==> src/verilog/timer_chan_consts.vh <==
// Constants for one timer channel: register offsets, mode register
// fields, encodings and reset values.
// Assumes a plain register port with word offsets and 16-bit data.
`ifndef TIMER_CHAN_CONSTS_VH
`define TIMER_CHAN_CONSTS_VH

// Register offsets (word index)
`define OFS_MODE      3'h0
`define OFS_DATA      3'h1
`define OFS_CTRL      3'h2
`define OFS_COUNT     3'h3
`define OFS_STATUS    3'h4
`define OFS_MASK      3'h5

// Mode register fields
`define OPCLK_HI      15
`define OPCLK_LO      14
`define CCS_BIT       12
`define STS_HI        10
`define STS_LO        8
`define EDGE_HI       7
`define EDGE_LO       6
`define MD_HI         3
`define MD_LO         1
`define OPT_BIT       0
`define MODE_WMASK    16'hd7cf
`define MODE_RESET    16'h0000
`define DATA_RESET    16'h0000

// Start source encodings
`define STS_SOFT      3'h0
`define STS_EDGE      3'h1
`define STS_BOTH      3'h2
`define STS_MASTER    3'h4

// Operating mode encodings
`define MD_INTERVAL   3'h0
`define MD_CAPTURE    3'h2
`define MD_EVENT      3'h3
`define MD_ONECOUNT   3'h4
`define MD_CAPONE     3'h6

// Control register bits
`define CTRL_START    0
`define CTRL_STOP     1
`define CTRL_SLAVE    2
`define CTRL_RUN      4
`define CTRL_OUT      5

// Status and mask bits
`define ST_TIMER      0
`define ST_CFGERR     1
`define ST_WIDTH      2
`define ST_RESET      2'h0

`endif

==> src/verilog/edge_detect.v <==
// Input synchroniser and edge detector for the timer input pin.
// Assumes the pin is asynchronous; edges are judged only on sample ticks.
`timescale 1ns/1ps
module edge_detect (
  input  wire clock,
  input  wire rst_n,
  input  wire pin,
  input  wire sample_en,
  output wire rise,
  output wire fall
);
  reg sync1_q;
  reg sync2_q;
  reg last_q;

  // Two-flop synchroniser; the first flop feeds only the second
  always @(posedge clock or negedge rst_n) begin
    if (!rst_n) begin
      sync1_q <= 1'b0;
      sync2_q <= 1'b0;
    end else begin
      sync1_q <= pin;
      sync2_q <= sync1_q;
    end
  end

  // Sample on the operating clock tick only, so glitches that fall
  // between two ticks are not seen
  always @(posedge clock or negedge rst_n) begin
    if (!rst_n) begin
      last_q <= 1'b0;
    end else if (sample_en) begin
      last_q <= sync2_q;
    end
  end

  assign rise = sample_en & sync2_q & ~last_q;
  assign fall = sample_en & ~sync2_q & last_q;
endmodule

==> src/verilog/timer_channel.v <==
// One timer channel with mode register, counter, output and interrupt.
// Assumes prescaler outputs and master interrupt are one-cycle pulses
// on the same clock; the timer input pin is asynchronous.
//
// Design decisions made here: the strobed register port and the register offsets.
`timescale 1ns/1ps
`include "timer_chan_consts.vh"
module timer_channel #(
  parameter CHANNEL = 5,
  parameter WIDTH   = 16
) (
  input  wire             clock,
  input  wire             rst_n,
  input  wire [2:0]       addr,
  input  wire [15:0]      wdata,
  input  wire             wr,
  input  wire             rd,
  output reg  [15:0]      rdata,
  input  wire             prescale_out0,
  input  wire             prescale_out1,
  input  wire             prescale_out2,
  input  wire             prescale_out3,
  input  wire             chan5_timer_input,
  input  wire             chan4_timer_irq,
  output reg              timer_irq,
  output reg              timer_out,
  output wire             irq
);
  localparam ST_IDLE = 1'b0;
  localparam ST_RUN  = 1'b1;
  localparam [WIDTH-1:0] ONE = {{(WIDTH-1){1'b0}}, 1'b1};
  localparam [WIDTH-1:0] ZERO = {WIDTH{1'b0}};
  localparam HAS_FAST = (CHANNEL == 1) || (CHANNEL == 3);

  reg  [15:0]       channel5_mode_q;
  reg  [WIDTH-1:0]  data_q;
  reg  [WIDTH-1:0]  count_q;
  reg               state_q;
  reg               slave_q;
  reg  [`ST_WIDTH-1:0] status_q;
  reg  [`ST_WIDTH-1:0] mask_q;

  wire              opclk_select_hi = channel5_mode_q[`OPCLK_HI];
  wire              opclk_select_lo = channel5_mode_q[`OPCLK_LO];
  wire              count_clock_source = channel5_mode_q[`CCS_BIT];
  wire [2:0]        start_src = channel5_mode_q[`STS_HI:`STS_LO];
  wire [1:0]        edge_sel = channel5_mode_q[`EDGE_HI:`EDGE_LO];
  wire [2:0]        mode = channel5_mode_q[`MD_HI:`MD_LO];
  wire              mode_option_bit = channel5_mode_q[`OPT_BIT];

  reg               opclk_tick;
  wire              edge_rise;
  wire              edge_fall;
  wire              any_edge = edge_rise | edge_fall;
  reg               valid_edge;
  wire              count_tick;
  wire              sw_start;
  wire              sw_stop;
  reg               trig;
  wire              mode_ok;
  wire              sts_ok;
  wire              count_up;
  wire              is_event;
  wire              is_interval;
  wire              is_capture;
  wire              is_onecount;
  wire              is_capone;

  // Operating clock select; slow channels ignore the low select bit
  // so a prohibited choice falls back to outputs 0 and 1
  always @* begin
    case ({opclk_select_hi, opclk_select_lo & HAS_FAST[0]})
      2'b00:   opclk_tick = prescale_out0;
      2'b01:   opclk_tick = prescale_out2;
      2'b10:   opclk_tick = prescale_out1;
      2'b11:   opclk_tick = prescale_out3;
      default: opclk_tick = prescale_out0;
    endcase
  end

  edge_detect u_edge (
    .clock     (clock),
    .rst_n     (rst_n),
    .pin       (chan5_timer_input),
    .sample_en (opclk_tick),
    .rise      (edge_rise),
    .fall      (edge_fall)
  );

  // Valid edge: 00 falling, 01 rising, 1x both edges
  always @* begin
    case (edge_sel)
      2'b00:   valid_edge = edge_fall;
      2'b01:   valid_edge = edge_rise;
      default: valid_edge = any_edge;
    endcase
  end

  assign is_interval = (mode == `MD_INTERVAL);
  assign is_capture  = (mode == `MD_CAPTURE);
  assign is_event    = (mode == `MD_EVENT);
  assign is_onecount = (mode == `MD_ONECOUNT);
  assign is_capone   = (mode == `MD_CAPONE);
  assign count_up    = is_capture | is_capone;

  // Event counter always counts input edges
  assign count_tick = (count_clock_source | is_event) ?
                      valid_edge : opclk_tick;

  // Only listed encodings may start the channel
  assign mode_ok = is_interval | is_capture | is_event |
                   is_onecount | is_capone;
  assign sts_ok = (start_src == `STS_SOFT) | (start_src == `STS_EDGE) |
                  (start_src == `STS_BOTH) |
                  (start_src == `STS_MASTER);

  assign sw_start = wr & (addr == `OFS_CTRL) & wdata[`CTRL_START];
  assign sw_stop  = wr & (addr == `OFS_CTRL) & wdata[`CTRL_STOP];

  // Start trigger from the chosen source; software always valid
  always @* begin
    trig = sw_start;
    case (start_src)
      `STS_EDGE:   trig = sw_start | valid_edge;
      `STS_BOTH:   trig = sw_start | any_edge;
      `STS_MASTER: trig = sw_start | chan4_timer_irq;
      default:     trig = sw_start;
    endcase
  end

  reg              state_d;
  reg [WIDTH-1:0]  count_d;
  reg [WIDTH-1:0]  data_d;
  reg              fire;
  reg              start_fire;
  reg              cfg_err;

  // Channel sequencer; counting acts on the count tick, captures and retriggers on the trigger or pin edge
  always @* begin
    state_d    = state_q;
    count_d    = count_q;
    data_d     = data_q;
    fire       = 1'b0;
    start_fire = 1'b0;
    cfg_err    = 1'b0;
    if (wr && (addr == `OFS_DATA)) begin
      data_d = wdata[WIDTH-1:0];
    end
    case (state_q)
      ST_IDLE: begin
        if (trig && !sw_stop) begin
          if (!mode_ok || !sts_ok) begin
            cfg_err = 1'b1;
          end else begin
            state_d = ST_RUN;
            count_d = count_up ? ZERO : data_d;
            // Start interrupt only in interval and capture modes
            start_fire = mode_option_bit &
                         (is_interval | is_capture);
          end
        end
      end
      ST_RUN: begin
        if (sw_stop) begin
          state_d = ST_IDLE;
        end else if (is_onecount && trig) begin
          if (mode_option_bit) begin
            count_d = data_d;
            fire    = 1'b1;
          end
        end else if (is_capture && (trig && !sw_start)) begin
          data_d  = count_q; // Capture and restart
          count_d = ZERO;
          fire    = 1'b1;
        end else if (is_capone && (start_src == `STS_BOTH ? any_edge
                                   : valid_edge)) begin
          // Retriggers ignored; only the closing edge counts
          data_d  = count_q;
          fire    = 1'b1;
          state_d = ST_IDLE;
        end else if (count_tick) begin
          if (count_up) begin
            count_d = count_q + ONE;
          end else if (count_q == ZERO) begin
            fire = 1'b1;
            if (is_onecount) begin
              state_d = ST_IDLE;
            end else begin
              count_d = data_d;
            end
          end else begin
            count_d = count_q - ONE;
          end
        end
      end
      default: state_d = ST_IDLE;
    endcase
  end

  // Counter, data and state flops
  always @(posedge clock or negedge rst_n) begin
    if (!rst_n) begin
      state_q <= ST_IDLE;
      count_q <= ZERO;
      data_q  <= `DATA_RESET;
    end else begin
      state_q <= state_d;
      count_q <= count_d;
      data_q  <= data_d;
    end
  end

  // Mode and control registers; fixed-zero bits never store
  always @(posedge clock or negedge rst_n) begin
    if (!rst_n) begin
      channel5_mode_q <= `MODE_RESET;
      slave_q         <= 1'b0;
      mask_q          <= `ST_RESET;
    end else if (wr) begin
      if (addr == `OFS_MODE) begin
        channel5_mode_q <= wdata & `MODE_WMASK;
      end
      if (addr == `OFS_CTRL) begin
        slave_q <= wdata[`CTRL_SLAVE];
      end
      if (addr == `OFS_MASK) begin
        mask_q <= wdata[`ST_WIDTH-1:0];
      end
    end
  end

  wire own_irq = fire | start_fire;

  // Interrupt pulse and channel output; in slave mode the own
  // interrupt resets the output and wins over a master set
  always @(posedge clock or negedge rst_n) begin
    if (!rst_n) begin
      timer_irq <= 1'b0;
      timer_out <= 1'b0;
    end else begin
      timer_irq <= own_irq;
      if (slave_q) begin
        if (own_irq) begin
          timer_out <= 1'b0;
        end else if (chan4_timer_irq) begin
          timer_out <= 1'b1;
        end
      end else if (own_irq) begin
        timer_out <= ~timer_out;
      end
    end
  end

  wire rd_status = rd & (addr == `OFS_STATUS);
  wire [`ST_WIDTH-1:0] st_set = {cfg_err, own_irq};

  // Sticky status cleared by read; a new event wins over the clear
  always @(posedge clock or negedge rst_n) begin
    if (!rst_n) begin
      status_q <= `ST_RESET;
    end else begin
      status_q <= (rd_status ? {`ST_WIDTH{1'b0}} : status_q) | st_set;
    end
  end

  assign irq = |(status_q & mask_q);

  // Zero-extended copies for readback; a zero-width pad would be
  // illegal when WIDTH is the full 16 bits
  reg [15:0] data_ext;
  reg [15:0] count_ext;
  always @* begin
    data_ext                = 16'h0000;
    count_ext               = 16'h0000;
    data_ext[WIDTH-1:0]     = data_q;
    count_ext[WIDTH-1:0]    = count_q;
  end

  // Read data valid the cycle after the strobe; unmapped reads zero
  always @(posedge clock or negedge rst_n) begin
    if (!rst_n) begin
      rdata <= 16'h0000;
    end else if (rd) begin
      case (addr)
        `OFS_MODE:   rdata <= channel5_mode_q;
        `OFS_DATA:   rdata <= data_ext;
        `OFS_CTRL:   rdata <= {10'h000, timer_out, state_q, 1'b0,
                               slave_q, 2'h0};
        `OFS_COUNT:  rdata <= count_ext;
        `OFS_STATUS: rdata <= {{(16-`ST_WIDTH){1'b0}}, status_q};
        `OFS_MASK:   rdata <= {{(16-`ST_WIDTH){1'b0}}, mask_q};
        default:     rdata <= 16'h0000;
      endcase
    end else begin
      rdata <= 16'h0000;
    end
  end
endmodule

==> config.mk <==
export PLATFORM = sky130hd
export DESIGN_NAME = timer_channel
export DESIGN_NICKNAME = d
export VERILOG_FILES = /design/src/verilog/edge_detect.v /design/src/verilog/timer_channel.v
export VERILOG_INCLUDE_DIRS = /design/src /design/src/verilog
export SDC_FILE = /design/constraint.sdc
export NUM_CORES = 1
export LEC_CHECK = 0
export BUFFER_PORTS_ARGS = -buffer_cell sky130_fd_sc_hd__buf_2
export CELL_PAD_IN_SITES_DETAIL_PLACEMENT = 0
export CELL_PAD_IN_SITES_GLOBAL_PLACEMENT = 1
export CORE_MARGIN = 10
export CORE_UTILIZATION = 45
export CTS_CLUSTER_DIAMETER = 40
export DETAILED_ROUTE_END_ITERATION = 16
export HOLD_SLACK_MARGIN = 0.05
export PLACE_DENSITY_LB_ADDON = 0.1
export SYNTH_ARGS = -nofsm -noshare
export SYNTH_HDL_FRONTEND = slang
export SYNTH_SLANG_ARGS = --single-unit
==> constraint.sdc <==
create_clock -name clock -period 7.67 [get_ports clock]
set_input_delay 1.1505 -clock clock [delete_from_list [all_inputs] [get_ports clock]]
set_output_delay 1.1505 -clock clock [all_outputs]
set_load 0.1 [all_outputs]
After elaboration in Yosys (flattened, before gate mapping). Cells that the tools add are included.

Add/subtract/negate cells: 2. Multiply operators: 0. Divide/modulo/power cells: 0. $lt $le $gt $ge: 0. Eq/ne operators: 20. Shift operators: 0. Muxes and demuxes: 57. Bitwise gates (word level): 29. Reductions and logical operators: 25.

Operator list (count): 16-bit 2-to-1 mux (19); 16-bit case mux with 6 select lines (1); 16-bit case mux with 2 select lines (1); 1-bit 2-to-1 mux (31); 16-bit by 1-bit adder with 16-bit output, second input constant (1); 16-bit zero test (1); 16-bit by 1-bit subtractor with 16-bit output, second input constant (1); 3-bit by 2-bit == test with 1-bit output, second input constant (5); 3-bit == test, second input constant (5); 1-bit bitwise OR (14); 1-bit AND (9); 3-bit zero test (3); 2-bit AND reduction (4); 7-bit AND reduction (1); 3-bit by 1-bit == test with 1-bit output, second input constant (2); 1-bit logical AND (6); 2-bit inequality test, second input constant (3); 6-bit inequality test, second input constant (1); 1-bit case mux with 2 select lines (3); 1-bit zero test (4); 2-bit zero test (2); 4-bit by 1-bit inequality test with 1-bit output, second input constant (1); 4-bit inequality test, second input constant (1); 1-bit inverter (4); 9 further kinds (10).

Flip-flop bits (word level): 71. Latch bits: 0. Bits in writable memories: 0. Memory bits (read-only): 0. Input port bits: 29. Output and inout port bits: 19. Logic and storage cells: 146. Memories kept: 0.

Logic depth before layout (Yosys ltp). Gate-level depths: netlist (run 1).

Word-level depth: 17. Mapped depth: 11. Depth with buffers taken out: 10.

By module. Synthesis (run 1) repeated with hierarchy kept, for this count alone.

Cells, all modules: 493. Area total of the unflattened synthesis: 4634.4 µm².

By module, submodules not included: timer_channel (instances 1, cells each 487, area an instance 4524.3 µm², seq. area each 1701.6 µm²); edge_detect (instances 1, cells each 6, area an instance 110.1 µm², seq. area each 75.1 µm²).

Worst setup path after synthesis (run 1). OpenSTA, ideal clock, no wires.

Kind: input-to-reg. Start: in addr[1]. End: reg count_q[13], in the netlist count_ext[13]. Setup time: 0.079 ns. Data arrival time: 2.859 ns. Data required time: 7.591 ns. Path slack: 4.732 ns. Cell stages on the path: 9. Path buffers: 1. Cells stage by stage: nor2b_1 -> and3b_1 -> nand2_1 -> a31o_2 -> a211oi_1 -> buf_2 -> nand2_1 -> a22o_1 -> mux2i_1.

Longest elaborated chain between the ends: 12. Elaborated cells on any way between the ends: 37. Those cells by class: eq/ne (8); mux (15); bitwise (6); reduce/logical (8).

RTL lines: from (decl) (RTL line timer_channel.v:14) `input wire [2:0] addr,`; 3-bit by 1-bit == test with 1-bit output; 1-bit logical AND (RTL line timer_channel.v:146) `` if (wr && (addr == `OFS_DATA)) begin ``; 16-bit 2-to-1 mux (RTL line timer_channel.v:146); 16-bit 2-to-1 mux (RTL line timer_channel.v:186) `if (is_onecount) begin`; 16-bit 2-to-1 mux (RTL line timer_channel.v:184) `end else if (count_q == ZERO) begin`; 16-bit 2-to-1 mux (RTL line timer_channel.v:182) `if (count_up) begin`; 16-bit 2-to-1 mux (RTL line timer_channel.v:181) `end else if (count_tick) begin`; 16-bit 2-to-1 mux (RTL line timer_channel.v:175) `` end else if (is_capone && (start_src == `STS_BOTH ? any_edge ``; 16-bit 2-to-1 mux (RTL line timer_channel.v:171) `end else if (is_capture && (trig && !sw_start)) begin`; 16-bit 2-to-1 mux (RTL line timer_channel.v:166) `end else if (is_onecount && trig) begin`; 16-bit 2-to-1 mux (RTL line timer_channel.v:164) `if (sw_stop) begin`; 16-bit case mux with 2 select lines (RTL line timer_channel.v:149) `case (state_q)`; to (signal assigned) (RTL line timer_channel.v:208) `count_q <= count_d;`; to (decl) (RTL line timer_channel.v:37) `reg [WIDTH-1:0] count_q;`.

Parallel ways exist; a longest one is shown, timed or not. The select of a mux whose other input is x is not followed. A chain may end at the register's enable or synchronous reset.

Worst setup path in the final report (run 1).
Start: in addr[1]. End: reg count_q[1], in the netlist count_ext[1].

Same word-level chain as after synthesis.

==> results of run 1 <==
[sequential cells by signal, indices dropped and copies added (netlist names)]
signal           count
slave_q              1
count_ext           16
u_edge.last_q        1
u_edge.sync1_q       1
state_q              1
data_ext            16
u_edge.sync2_q       1
status_q             2
channel5_mode_q     12
timer_out            1
timer_irq            1
rdata               16
mask_q               2
[how the worst max path moves through the flow]
stage | startpoint | end | cells past startpoint
6_report | addr[1] | count_ext[1] | 8
2_1_floorplan | addr[1] | count_ext[13] | 9
3_5_place_dp | addr[1] | data_ext[7] | 8
4_1_cts | addr[1] | data_ext[7] | 8
5_1_grt | addr[1] | data_ext[7] | 8
3_3_place_gp | addr[1] | data_ext[7] | 8
[cell type report]
type                    count  area (µm²)
clock buffers              11         141
clock inverters             5        33.8
fillers                  1022        5170
inverters                  18        67.6
multi-input cells         361        2610
flip-flops and latches     71        1780
well taps                 136         170
repair buffers             50         265
[critical path: cells and delay by family]
kind	cells	cell delay, ns
muxes	1	0.32
AOI/OAI and AO/OA	3	0.98
buffers and inverters	1	0.51
and+or+nand+nor	3	0.72
[metrics by stage]
stage	area, µm²	hold WS, ns	total power, µW	utilization	setup WS [ns]
final	5060	0.359	1790	0.495	4.21
after global routing	5060	0.365	1920	0.495	4.12
after CTS	5060	0.361	1800	0.495	4.26
after detailed placement	4890	0.342	1520	0.478	3.90
after global placement	4890	0.332	1500	0.478	3.89
after floorplan	4670	0.331	1330	-	4.73
[routing by layer]
metal | track usage | vias up | wire (µm)
li1 | - | 1841 | -
met1 | 0.245 | 1957 | 6180
met2 | 0.283 | 96 | 6250
met3 | 0.0333 | 15 | 508
met4 | 0.0633 | 0 | 335
met5 | 0 | - | 0
[cell families (layout without fill, tap and decap cells)]
family | count (synthesis) | in the layout | share of synthesized area
muxes | 77 | 77 | 0.179
xor gates and xnor gates | 5 | 5 | 0.00937
AOI/OAI and AO/OA | 119 | 119 | 0.170
DFF | 71 | 71 | 0.380
and+or+nand+nor | 157 | 157 | 0.187
adders and majority gates | 3 | 3 | 0.00803
buffers and inverters | 55 | 84 | 0.0669
[placed cells by master, fill, tap and decap left out, types with 4 or more instances in the layout]
master and count:
o22ai_1 4, clkbuf_8 10, a22o_1 11, a31oi_1 4, nor4_1 4, nand2_1 43, nand4_1 8, inv_1 18
mux2i_1 42, nor2b_1 6, nor2_1 31, nand3_1 17, xnor2_1 4, o21ai_0 24, nor3_1 8, a22oi_1 14
nand2b_1 5, o211ai_1 4, mux2_2 32, buf_4 6, dfrtp_1 71, a21oi_1 25, buf_2 44
[report_power, final]
| group | switching [µW] | internal [µW] | leakage (µW) | total, µW |
|---|---|---|---|---|
| Sequential | 145 | 487 | 0.000893 | 632 |
| Combinational | 542 | 340 | 0.00117 | 882 |
| Clock | 153 | 126 | 0.0000853 | 279 |
==> metrics.txt, run 1 <==
run status finished, final reports clean; cell count after synthesis 487; register area share after synthesis 0.380; Avg Cell Area, Syn ~9.6 µm²; pin count of the biggest net entering global routing 72; Setup CP Type in2reg; clock buffer count from CTS 9; Via Count a little under 4000; vias per inst 6.00; dominant synthesized flop cell dfrtp_1; Routed Antenna Nets 0; top fanout value on the critical path 23; Clock Sinks 71; Hold Crit Class reg2reg; final setup violation count 0; gpl congestion about 0.86; Reg2Reg Setup Slack between 4 and 5 ns; # hold bufs at CTS 0; post-synthesis register bit count just over 70; Hold Fails Final Rpt 0; # IOs 48; row cnt 37; share of layout cells above drive strength 1 0.242; placed cells approximately 640; hold path cells 0; Post-synth ARST share 1.00; CP required between 7 and 8 ns; R2R cell count 10; hold path start u_edge.sync1_q; Final Max Slew Viols 0; critical path arrival between 3 and 4 ns; Leak 0.00215 µW; worst rel slew slack 0.382; Initial Util 0.457; Ant. Diodes 0; vias in the first global route 3813; Cell variety after synth 76; CTS clock-pin slew for the worst setup and hold paths 0.08 ns; Die ar. roughly 15000 µm²; GR Overflow Total 0; Fin Clk Skew 0.0107 ns; worst vdd ir between 100 and 150 µV; first-pass GRT wire length ~21000 µm; initial antenna violation count 0; critical path launch point type input port; top-count cell post-synth dfrtp_1; slowest CP cell o21ai_0; CORE AREA roughly 10000 µm²; Maximum Capacitance Violations 0; Resize count post-CTS 0; FF-to-FF Start count_ext[0]; Worst setup EP type flop; Post-Syn Area around 4700 µm²; total iterations of the first detailed-routing run 5; post-layout net count ~540; Port Buffers 45; final wirelength ~13000 µm; power per cell area approximately 350 nW/µm²; crit share post-route 0.451; Fmax roughly 290 MHz; synth cell count leaders dfrtp_1, nand2_1, mux2i_1; clk buf depth 2; Routed WL per cell roughly 20 µm; initial DRC count 320; Die Ht roughly 120 µm; CTS tree yes; worst skew pair latency about 0.35 ns; CP peak stage delay around 0.63 ns; die span in x ~120 µm; GRT Util Overall 0.181; minimum clock period around 3.5 ns; Reg-to-Reg End count_ext[14]; hold path endpoint u_edge.sync2_q; Critical Path, Cell by Cell buf_2, nor2b_1, and3b_1, nand2_1, o21a_1, o21ai_0, o22ai_1, mux2_1; Synth warnings 0; CTS root buf clkbuf_8; top cells by area, synth dfrtp_1, mux2i_1, mux2_2; Post-CTS Repair Setup Buffers 0; share of the synthesized area in the top cell type 0.380; Sum Neg Setup Slack 0 ns; Remaining DRCs 0; cell taking the most area after synthesis dfrtp_1; RSZ-0062 raised after global routing no; Detail Placement HPWL ~9500 µm; syn_nets 519; Slew @ Worst Pin ~0.9 ns; # H-tree levels 3; synth-to-layout area growth 8.35%; final std cells w/o fill between 600 and 700; number of flops mapped to enable cells by yosys 0
No activity file was read; power rests on OpenSTA's default activity.
==> run 2: changes to the inputs <==
==> constraint.sdc (replaced) <==
create_clock -name clock -period 3.2 [get_ports clock]
set_input_delay 0.48 -clock clock [delete_from_list [all_inputs] [get_ports clock]]
set_output_delay 0.48 -clock clock [all_outputs]
set_load 0.1 [all_outputs]
==> run 2 against run 1 <==
Against the previous run:
- critical path type is now reg2reg
- via count rose by 3.2%
- routed wire length grew 3.8%
- clock skew up 0.0020 ns
- first-iteration DRC count rose by 19%
- hold slack worse by 0.14 ns
- largest cell class unchanged
- setup slack got worse by 4.0 ns
- sequential power rose by 120%
- non-clock buffer count up 28
==> metrics.txt, run 2 (synthesized netlist as in run 1, its figures left out) <==
Die ar. 14900 µm² (unchanged); CTS clock-pin slew for the worst setup and hold paths 0.08 ns (about the same); power per cell area 858 nW/µm² (+140%); Remaining DRCs 0 (unchanged); Fmax around 340 MHz; share of layout cells above drive strength 1 0.285 (+0.0427); GR Overflow Total 0 (unchanged); CP peak stage delay 0.73 ns (+0.10 ns); WL met1 6180 µm (about the same); clock buffer count from CTS 9 (unchanged); Slew @ Worst Pin 0.933 ns (+0.00483 ns); Via Count 4033 (+3.2%); Reg2Reg Setup Slack 0.23 ns (-4.27 ns); most frequent cells in the layout dfrtp_1, buf_2, nand2_1, mux2i_1, buf_4; CTS root buf clkbuf_8; minimum clock period a little under 3 ns; commonest non-fill, non-tap cell in the layout dfrtp_1; Met3 Wirelength 730 µm (+44%); clk buf depth 2 (unchanged); worst rel slew slack 0.378 (-0.00322); pin count of the biggest net entering global routing 72 (unchanged); Die Ht 122 µm (unchanged); first-pass GRT wire length 21800 µm (+3.6%); CORE AREA 10200 µm² (unchanged); Layout Utilization 0.518 (+0.0231); Setup CP Type reg2reg; gpl congestion 0.920 (+6.6%); Leak 0.00230 µW (+7.1%); final wirelength 13800 µm (+3.8%); CP startpoint count_ext[0]; GRT Util Overall 0.188 (+0.00754); final setup violation count 0 (unchanged); top routing layer in use met4; Final Max Slew Viols 0 (unchanged); Hold Crit Class in2reg; Initial Util 0.457 (unchanged); slowest CP cell or4_1; top fanout value on the critical path 8 (-65%); post-layout net count 571 (+5.2%); CTS tree yes; met2 WL post-DR 6540 µm (+4.5%); Sum Neg Setup Slack 0 ns (unchanged); critical path arrival 3.29 ns (-0.40 ns); crit share post-route 0.929; RSZ-0062 raised after global routing no; vias in the first global route 3987 (+4.6%); die span in x 122 µm (unchanged); hold path start chan5_timer_input; critical path launch point type flop; Ant. Diodes 0 (unchanged); # H-tree levels 3 (unchanged); worst vdd ir 420 µV (+180%); FF-to-FF Start count_ext[0]; Critical Path, Cell by Cell inv_1, ha_1, or3b_2, or4_1, nand2_2, o21ai_0, a21oi_1, a221oi_1, nor3_1, mux2_2; CP required 3.51 ns (-4.39 ns); total iterations of the first detailed-routing run 5 (unchanged); Hold Fails Final Rpt 0 (unchanged); worst skew pair latency 0.37 ns (+0.02 ns); hold_ws 0.217 ns (-0.143 ns); initial antenna violation count 0 (unchanged); Detail Placement HPWL 9980 µm (+5.2%); Fin Clk Skew 0.0127 ns (+0.00199 ns); Routed WL per cell 20.3 µm (-0.49%); run status finished, final reports clean; final worst slack 0.226 ns (-3.99 ns); Port Buffers 45 (unchanged); # IOs 48 (unchanged); Worst setup EP type flop; vias per inst 5.93 (-1.1%); synth-to-layout area growth 13.4%; row cnt 37 (unchanged); initial DRC count 381 (+19%); Clock Sinks 71 (unchanged); worst slack, placed 0.0814 ns (-3.81 ns); Post-CTS Repair Setup Buffers 0 (unchanged); Routed Antenna Nets 0 (unchanged); Maximum Capacitance Violations 0 (unchanged)
run 2: where the power goes:
part | total, µW | leakage (µW) | switching (µW) | internal [µW]
Sequential | 1420 | 0.000893 | 253 | 1170
Combinational | 2380 | 0.00131 | 1450 | 925
Clock | 747 | 0.0000956 | 386 | 361
Total | 4550 | 0.00230 | 2090 | 2450
run 2: layout make-up:
type | count | area, µm²
Sequential cell | 71 | 1780
Timing Repair Buffer | 78 | 475
Inverter | 18 | 67.6
Clock buffer | 9 | 124
Tap cell | 136 | 170
Fill cell | 995 | 4930
Multi-Input combinational cell | 361 | 2620
Clock inverter | 7 | 72.6
run 2: critical path, delay by kind of cell, from the launching register on:
family / cells / cell delay, ns
compound gates: 3 / 0.44
fa+ha+maj: 1 / 0.18
buf+inv: 1 / 0.15
flops: 1 / 0.38
mux: 1 / 0.16
simple gates: 4 / 1.62
run 2: repair_timing:
action                                 4_1_cts  5_1_grt
endpoints found under the hold margin        0        0
hold buffers                                 0        0
setup endpoints to repair                    0        7
resized for setup                            0        1
run 2: path summary, 6_finish.rpt:
check / to / cells past startpoint
min reg2reg: u_edge.sync2_q / 0
max: count_ext[7] / 10
min in group asynchronous: data_ext[9] / 1
max reg2reg: count_ext[7] / 10
min: u_edge.sync1_q / 1
max in group asynchronous: channel5_mode_q[3] / 1
run 2: metrics by stage:
step | std cells | total power [µW] | area, µm²
after detailed placement | 664 | 3780 | 5100
final | 680 | 4550 | 5300
after floorplan | 487 | 3190 | 4670
after global placement | 664 | 3760 | 5100
after CTS | 680 | 4540 | 5300
after global routing | 680 | 4850 | 5300
run 2: layer usage:
layer  global-route usage  vias to the layer above
li1                     -                     1895
met5                    0                        -
met4               0.0656                        0
met3               0.0365                       21
met2                0.302                      113
met1                0.248                     2004
